## src/core/mss_pkg.sv

```systemverilog
/*
  Shared constants and carrier types for the motion module status word bank.
  Assumes a single 200 MHz clock domain; word offsets are relative to the
  first word allocated to the motion module in the host's exchange area.
*/
package mss_pkg;

	// Word offsets inside the cyclic exchange area
	localparam logic [3:0] OFS_DIN_UPPER  = 4'h3;
	localparam logic [3:0] OFS_DOUT_UPPER = 4'h4;
	localparam logic [3:0] OFS_AXIS_LOW   = 4'h5;

	// Word geometry
	localparam int WORD_W   = 16;
	localparam int AXES     = 2;
	localparam int AXIS_W   = 8;

	// Flag positions within one axis byte
	localparam int BIT_FE_WARN  = 0;
	localparam int BIT_FWD_LIM  = 1;
	localparam int BIT_REV_LIM  = 2;
	localparam int BIT_HOMING   = 3;
	localparam int BIT_FEEDHOLD = 4;
	localparam int BIT_FE_LIM   = 5;
	localparam int BIT_SW_FWD   = 6;
	localparam int BIT_SW_REV   = 7;

	// Reset value of every held word and the value of unmapped reads
	localparam logic [15:0] WORD_RST = 16'h0000;
	localparam logic [15:0] RD_UNMAPPED = 16'h0000;

	// Per-axis state delivered by the motion core
	typedef struct packed {
		logic signed [31:0] position;
		logic signed [31:0] sw_fwd_lim;
		logic signed [31:0] sw_rev_lim;
		logic        [15:0] ferr_mag;
		logic        [15:0] ferr_warn;
		logic        [15:0] ferr_hard;
		logic               homing;
		logic               feedhold;
	} mss_axis_in_type;

	// One coherent set of status words
	typedef struct packed {
		logic [15:0] din_word;
		logic [15:0] dout_word;
		logic [15:0] axis_word;
	} mss_words_type;

endpackage

```

## src/core/mss_status_words.sv

```systemverilog
/*
  Status word bank of the motion module: digital input and output status
  and the axis 0/1 flag word, captured coherently at each host I/O refresh.
  Assumes digital input pins and limit switch pins are asynchronous, while
  axis data, output states and the host refresh/read strobes are on clk.
*/
`timescale 1ns/1ps
// Summary of operation
// - Every host I/O refresh strobe taken with ce high copies the status words to the host side with no other request.
// - The words only flow from the module to the host; the host can read but never write them.
// - Bits 0 to 15 of the input status word mirror digital inputs 8 to 23 in ascending order.
// - Bits 0 to 15 of the output status word mirror digital outputs 8 to 23 in ascending order.
// - An axis flag at bit 0 (axis 0) or bit 8 (axis 1) is set when following error passes its warning limit.
// - An axis flag at bit 1 or bit 9 is set while that axis's forward limit is active.
// - An axis flag at bit 2 or bit 10 is set while that axis's reverse limit is active.
// - An axis flag at bit 3 or bit 11 stays set while a homing search runs on that axis.
// - An axis flag at bit 4 or bit 12 is set while a feed hold is applied to that axis.
// - An axis flag at bit 5 or bit 13 is set when following error passes its hard limit.
// - An axis flag at bit 6 or bit 14 is set when position is beyond the software forward limit.
// - An axis flag at bit 7 or bit 15 is set when position is beyond the software reverse limit.
module mss_status_words (
	// Clock, reset, enable
	input  wire logic                                          clk,
	input  wire logic                                          sys_rst,
	input  wire logic                                          ce,
	// Field pins, asynchronous
	input  wire logic [15:0]                                   din_pins,
	input  wire logic [mss_pkg::AXES-1:0]                      fwd_lim_pins,
	input  wire logic [mss_pkg::AXES-1:0]                      rev_lim_pins,
	// Motion core state, same clock
	input  wire logic [15:0]                                   dout_state,
	input  wire mss_pkg::mss_axis_in_type [mss_pkg::AXES-1:0]  axis_in,
	// Host exchange port
	input  wire logic                                          refresh_req,
	input  wire logic                                          rd_req,
	input  wire logic [3:0]                                    rd_addr,
	input  wire logic                                          wr_req,
	// Held status words and host answers
	output logic [15:0]                                        din_word_reg,
	output logic [15:0]                                        dout_word_reg,
	output logic [15:0]                                        axis_word_reg,
	output logic                                               refresh_ack_reg,
	output logic [15:0]                                        rd_data_reg,
	output logic                                               rd_valid_reg,
	output logic                                               wr_refused_reg
);

	localparam int NAX = mss_pkg::AXES;
	localparam int AW  = mss_pkg::AXIS_W;

	// Synchroniser stages for field pins
	logic [15:0]    din_meta_reg;
	logic [15:0]    din_meta_next;
	logic [15:0]    din_sync_reg;
	logic [15:0]    din_sync_next;
	logic [NAX-1:0] fwd_meta_reg;
	logic [NAX-1:0] fwd_meta_next;
	logic [NAX-1:0] fwd_sync_reg;
	logic [NAX-1:0] fwd_sync_next;
	logic [NAX-1:0] rev_meta_reg;
	logic [NAX-1:0] rev_meta_next;
	logic [NAX-1:0] rev_sync_reg;
	logic [NAX-1:0] rev_sync_next;

	// Live words, one sample per cycle
	mss_pkg::mss_words_type live_reg;
	mss_pkg::mss_words_type live_next;
	logic [15:0]            axis_flags;

	// Held words and host answers
	logic [15:0] din_word_next;
	logic [15:0] dout_word_next;
	logic [15:0] axis_word_next;
	logic        refresh_ack_next;
	logic [15:0] rd_data_next;
	logic        rd_valid_next;
	logic        wr_refused_next;

	// Two-flop synchronisers; first stage feeds only the second
	always_comb begin
		din_meta_next = din_pins;
		din_sync_next = din_meta_reg;
		fwd_meta_next = fwd_lim_pins;
		fwd_sync_next = fwd_meta_reg;
		rev_meta_next = rev_lim_pins;
		rev_sync_next = rev_meta_reg;
	end

	always_ff @(posedge clk) begin
		if (sys_rst) begin
			din_meta_reg <= mss_pkg::WORD_RST;
			din_sync_reg <= mss_pkg::WORD_RST;
			fwd_meta_reg <= '0;
			fwd_sync_reg <= '0;
			rev_meta_reg <= '0;
			rev_sync_reg <= '0;
		end else if (ce) begin
			din_meta_reg <= din_meta_next;
			din_sync_reg <= din_sync_next;
			fwd_meta_reg <= fwd_meta_next;
			fwd_sync_reg <= fwd_sync_next;
			rev_meta_reg <= rev_meta_next;
			rev_sync_reg <= rev_sync_next;
		end
	end

	// Per-axis flag byte; conditions are levels, so absent means zero
	for (genvar a = 0; a < NAX; a++) begin : g_axis
		assign axis_flags[a*AW+mss_pkg::BIT_FE_WARN]  = axis_in[a].ferr_mag > axis_in[a].ferr_warn;
		assign axis_flags[a*AW+mss_pkg::BIT_FWD_LIM]  = fwd_sync_reg[a];
		assign axis_flags[a*AW+mss_pkg::BIT_REV_LIM]  = rev_sync_reg[a];
		assign axis_flags[a*AW+mss_pkg::BIT_HOMING]   = axis_in[a].homing;
		assign axis_flags[a*AW+mss_pkg::BIT_FEEDHOLD] = axis_in[a].feedhold;
		assign axis_flags[a*AW+mss_pkg::BIT_FE_LIM]   = axis_in[a].ferr_mag > axis_in[a].ferr_hard;
		assign axis_flags[a*AW+mss_pkg::BIT_SW_FWD]   = axis_in[a].position > axis_in[a].sw_fwd_lim;
		assign axis_flags[a*AW+mss_pkg::BIT_SW_REV]   = axis_in[a].position < axis_in[a].sw_rev_lim;
	end

	// Live sample of all three words in one register, one instant
	always_comb begin
		live_next.din_word  = din_sync_reg;
		live_next.dout_word = dout_state;
		live_next.axis_word = axis_flags;
	end

	always_ff @(posedge clk) begin
		if (sys_rst) begin
			live_reg <= '0;
		end else if (ce) begin
			live_reg <= live_next;
		end
	end

	// Snapshot on refresh; host read and write strobes never alter the held words
	always_comb begin
		din_word_next    = din_word_reg;
		dout_word_next   = dout_word_reg;
		axis_word_next   = axis_word_reg;
		refresh_ack_next = refresh_req;
		wr_refused_next  = wr_req;
		if (refresh_req) begin
			din_word_next  = live_reg.din_word;
			dout_word_next = live_reg.dout_word;
			axis_word_next = live_reg.axis_word;
		end
	end

	// Read port returns the held words; unmapped offsets read zero
	always_comb begin
		rd_valid_next = rd_req;
		rd_data_next  = mss_pkg::RD_UNMAPPED;
		if (rd_req) begin
			case (rd_addr)
				mss_pkg::OFS_DIN_UPPER:  rd_data_next = din_word_reg;
				mss_pkg::OFS_DOUT_UPPER: rd_data_next = dout_word_reg;
				mss_pkg::OFS_AXIS_LOW:   rd_data_next = axis_word_reg;
				default:                 rd_data_next = mss_pkg::RD_UNMAPPED;
			endcase
		end
	end

	always_ff @(posedge clk) begin
		if (sys_rst) begin
			din_word_reg    <= mss_pkg::WORD_RST;
			dout_word_reg   <= mss_pkg::WORD_RST;
			axis_word_reg   <= mss_pkg::WORD_RST;
			refresh_ack_reg <= 1'b0;
			wr_refused_reg  <= 1'b0;
			rd_data_reg     <= mss_pkg::WORD_RST;
			rd_valid_reg    <= 1'b0;
		end else if (ce) begin
			din_word_reg    <= din_word_next;
			dout_word_reg   <= dout_word_next;
			axis_word_reg   <= axis_word_next;
			refresh_ack_reg <= refresh_ack_next;
			wr_refused_reg  <= wr_refused_next;
			rd_data_reg     <= rd_data_next;
			rd_valid_reg    <= rd_valid_next;
		end
	end

	// Flag checks per axis, tied to raw conditions; equality covers both set and clear
	for (genvar k = 0; k < NAX; k++) begin : g_chk

	end
endmodule

```

## config.mk

```make
export PLATFORM = sky130hd
export DESIGN_NAME = mss_status_words
export DESIGN_NICKNAME = d
export VERILOG_FILES = /design/src/core/mss_pkg.sv /design/src/core/mss_status_words.sv
export SDC_FILE = /design/constraint.sdc
export NUM_CORES = 1
export LEC_CHECK = 0
export BUFFER_PORTS_ARGS = -buffer_cell sky130_fd_sc_hd__buf_4
export CELL_PAD_IN_SITES_DETAIL_PLACEMENT = 1
export CELL_PAD_IN_SITES_GLOBAL_PLACEMENT = 1
export CORE_UTILIZATION = 36
export DETAILED_ROUTE_END_ITERATION = 10
export GPL_ROUTABILITY_DRIVEN = 0
export PLACE_DENSITY = 0.91
export SKIP_LAST_GASP = 1
export SLEW_MARGIN = 15
export SYNTH_ARGS = -nofsm -noshare
export SYNTH_HDL_FRONTEND = slang
export SYNTH_SLANG_ARGS = --single-unit
export TNS_END_PERCENT = 30
```

## constraint.sdc

```tcl
create_clock -name clk -period 2.9 [get_ports clk]
set_input_delay 0.725 -clock clk [delete_from_list [all_inputs] [get_ports clk]]
set_output_delay 0.725 -clock clk [all_outputs]
set_load 0.1 [all_outputs]
```

## Word level (Yosys, flattened, before mapping)

Cells that the tools add are included.

| storage, ports and cells | value |
|---|---|
| word-level logic and storage cells | 30 |
| register bits | 155 |
| bits of input ports | 338 |
| output and inout bits | 67 |

| cells by class | value |
|---|---|
| reductions and logical operators | 1 |
| mux-type cells | 2 |
| eq/ne operators | 3 |
| $lt $le $gt $ge | 8 |

Operators with widths:

| cell | number |
|---|---|
| greater-than comparator 16 bit | 4 |
| greater-than comparator 32 bit | 2 |
| < comparator 32 bit | 2 |
| one-hot mux 16 bit (3 select lines) | 1 |
| two-way mux 16 bit | 1 |
| equality test 4 x 3 -> 1 bit, second input constant | 2 |
| equality test 4 x 2 -> 1 bit, second input constant | 1 |
| AND reduction 2 bit | 1 |

## Longest topological paths before layout

| depth | value |
|---|---|
| word-level depth | 3 |
| depth in mapped cells | 8 |
| mapped depth without buffers | 8 |

## Worst setup path before layout

Ideal clock, no wire load.

| timing | value |
|---|---|
| path kind | input to register |
| from | in axis_in[217] in the netlist's numbering |
| to | reg live_reg[15] in the netlist's numbering |
| data required time | 2,809 ps |
| path buffers | 0 |
| stages on the path | 8 |
| data arrival time | 2,538 ps |
| library setup time | 91 ps |
| slack | 271 ps |
| cells stage by stage | inv_1 -> ha_1 -> a21o_1 -> a221o_1 -> a211oi_2 -> o211ai_1 -> or4b_1 -> a311oi_1 |

| between the ends | value |
|---|---|
| longest elaborated chain between the ends | 1 |

RTL lines:

| item | line | source |
|---|---|---|
| start, declared | mss_status_words.sv:32 | `input wire mss_pkg::mss_axis_in_type [mss_pkg::AXES-1:0] axis_in,` |
| < comparator 32 bit | mss_status_words.sv:116 | `assign axis_flags[a*AW+mss_pkg::BIT_SW_REV] = axis_in[a].position < axis_in[a].sw_rev_lim;` |
| end signal, assigned | mss_status_words.sv:130 | `live_reg <= live_next;` |
| end, declared | mss_status_words.sv:66 | `mss_pkg::mss_words_type live_reg;` |

Every way passes these cells.
A chain may end at the register's enable or synchronous reset.

## Worst setup path in the final report

| timing | value |
|---|---|
| from | in axis_in[71] in the netlist's numbering |
| to | reg live_reg[7] in the netlist's numbering |

Same word-level chain as after synthesis.

==> impl_metrics.toml <==
[sta]
setup_viol = 0
worst_pin_slew_ps = 704.1
finalCriticalPeriod_ps = 2485
rsz0062_at_grt = "false"
hold_violations = 0
whs_ps = 452.7
clock_skew_ps = 9.515
final_max_slew_viol_count = 0
tns_ps = 0
max_freq_mhz = 402.5
maxSlewHeadroom_pct = 53.06
final.period_utilization_pct = 85.68

[power_and_ir_drop]
p_per_area_mw_per_mm2 = 405.1
p_leak_uw = 0.007632
irDropWorstVdd_v = 0.0003777

[synthesis]
synth_top_area_share_pct = 29.67
syn_area_per_cell_um2 = 8.069
synth_nets = 1824
yosysUniqueCellTypes = 43
synth_edf_count = 0
ys.flop_type = "dfxtp_1"
ys.warnings.count = 0
synth.area.top_cells = "dfxtp_1 (30%), ha_1 (23%), mux2i_1 (9.3%)"
synth-seq-area-share_pct = 29.67
synth_cells = 1296
yosys.area.top_type = "dfxtp_1"
synth-seq-cells = 155
synth_area_mm2 = 0.01046
async_flop_share_pct = 0

[floorplan]
start_util_pct = 36.53
die_area_mm2 = 0.02973
rows = 62
io_pins = 405
fp.dieH_um = 172.4
coreArea_mm2 = 0.02863
die_w_um = 172.4

[final_layout]
final_cell_mix = "buf_4 (409), inv_1 (191), ha_1 (190)"
layout_commonest_cell = "buf_4"
largest_register_ffs = 48
fin_nets = 2211
area_growth_pct = 38.75
fillCellCount = 3453
layout-drive-gt1-share_pct = 26.77

[cts]
holdBufCountCts = 0
cts_max_level = 4
ctsResizeCount = 0
postCtsSetupBuffers = 0
cts-root-buf = "clkbuf_16"
cts_buffer_depth = 2
cts_sinks = 155
cts_buffers = 17
clk_pin_slew_ps = 70
clk_latency_ps = 430
cts_tree = "built"

[global_routing]
grt-ovfl-total = 0
grt_pass1_wl_um = 60250
grt_max_degree = 155
grt_pass1_vias = 11860
grt_antenna_before_repair = 3
grt.total_usage_pct = 26.54

[setup_path]
end_kind = "flop"
cp_max_fo = 2
worstSetupPathType = "in2reg"
worstPathArrival_ps = 2820
cp_cell_sequence = "buf_4, inv_1, ha_1, a21o_1, a221o_1, a211oi_2, o211ai_1, or4b_1, a311oi_1"
critPathSlowestCell = "or4b_1"
start_kind = "input port"
cpPeakStageDelay_ps = 490
required_ps = 3230

[drt]
detail_route.wl_per_cell_um = 19.17
vias_per_cell = 5.202
ant_nets = 0
drcViolationCount = 0
vias = 10830
initialDrtViolationCount = 384
drtPass1Iterations = 4
wirelength_um = 39910

[job]
drv_cap = 0

[min_path]
hold_class = "reg2reg"

[run_status]
outcome = "finished clean"

[placement]
numPortBuffers = 404
dp_hpwl_um = 32830
## kinds of logic after synthesis
kind of cell	share of synthesized area [%]
DFF	29.67
adders and majority gates	22.73
and+or+nand+nor	15.22
AOI/OAI and AO/OA	14.49
buffers and inverters	8.603
muxes	9.285
## cell type report
| type | count | area, µm² | area share [%] |
|---|---|---|---|
| diodes | 2 | 5.005 | 0.03449 |
| clock buffers | 18 | 429.2 | 2.958 |
| clock inverters | 14 | 147.6 | 1.018 |
| inverters | 192 | 720.7 | 4.967 |
| multi-input cells | 903 | 6462 | 44.54 |
| flip-flops and latches | 155 | 3103 | 21.38 |
| well taps | 384 | 480.5 | 3.311 |
| repair buffers | 414 | 3162 | 21.79 |
## Yosys cell counts, types with 3 or more instances
master     number
nand3_1        10
clkbuf_1       30
nor2b_1        10
o211ai_1        6
nand2_1       157
o21bai_1        4
buf_1          11
o21a_1          8
a221o_1         6
inv_1         191
a22oi_1        16
nor4_1          6
ha_1          190
a311oi_1        4
nand2b_1        5
o31ai_1         4
o21ai_0        34
nand4_1        34
mux2i_1        97
dfxtp_1       155
nor3_1          8
a21oi_1       120
a2111oi_0       3
o21ai_1         4
buf_2           5
a21o_1         24
nor2_1        126
## critical path: cells and delay by family
family,cells,cell delay (ps)
fa+ha+maj,1,310
simple gates,1,490
buf+inv,2,120
compound gates,5,1180
## per-layer routing
layer	vias to the layer above	wire [µm]	track usage [%]
met5	-	13	0
met4	2	2648	18.35
met3	136	2679	6.134
met2	428	19820	49.00
met1	5082	14750	26.19
li1	5183	-	-
## per-stage QoR
step	power [µW]	std cells	setup slack (ps)	util, %	instance area, µm²
floorplan	3034	1296	271.2	-	10460
global placement	3632	2048	97.84	48.66	13930
detailed placement	3718	2048	0.3457	48.66	13930
CTS	5936	2080	441.7	50.67	14510
global route	6160	2081	276.6	50.68	14510
finish	5878	2082	415.2	50.69	14510
## power by group
group	leakage [µW]	total (µW)	switching, µW	internal (µW)
Sequential	0.00126	2250	47.0	2200
Combinational	0.00609	1430	749	679
Clock	0.000280	2200	986	1220
Total	0.00763	5880	1780	4100
## final timing paths
| check | cells after the start | endpoint | start | slack (ps) |
|---|---|---|---|---|
| setup / recovery | 9 | live_reg[7] | axis_in[71] | 420 |
| hold / removal | 2 | din_word_reg[1] | live_reg[33] | 450 |
| setup reg to reg | 4 | rd_data_reg[3] | axis_word_reg[3] | 1660 |
| hold reg to reg | 2 | din_word_reg[1] | live_reg[33] | 450 |
(Power assumes the default switching activity.)
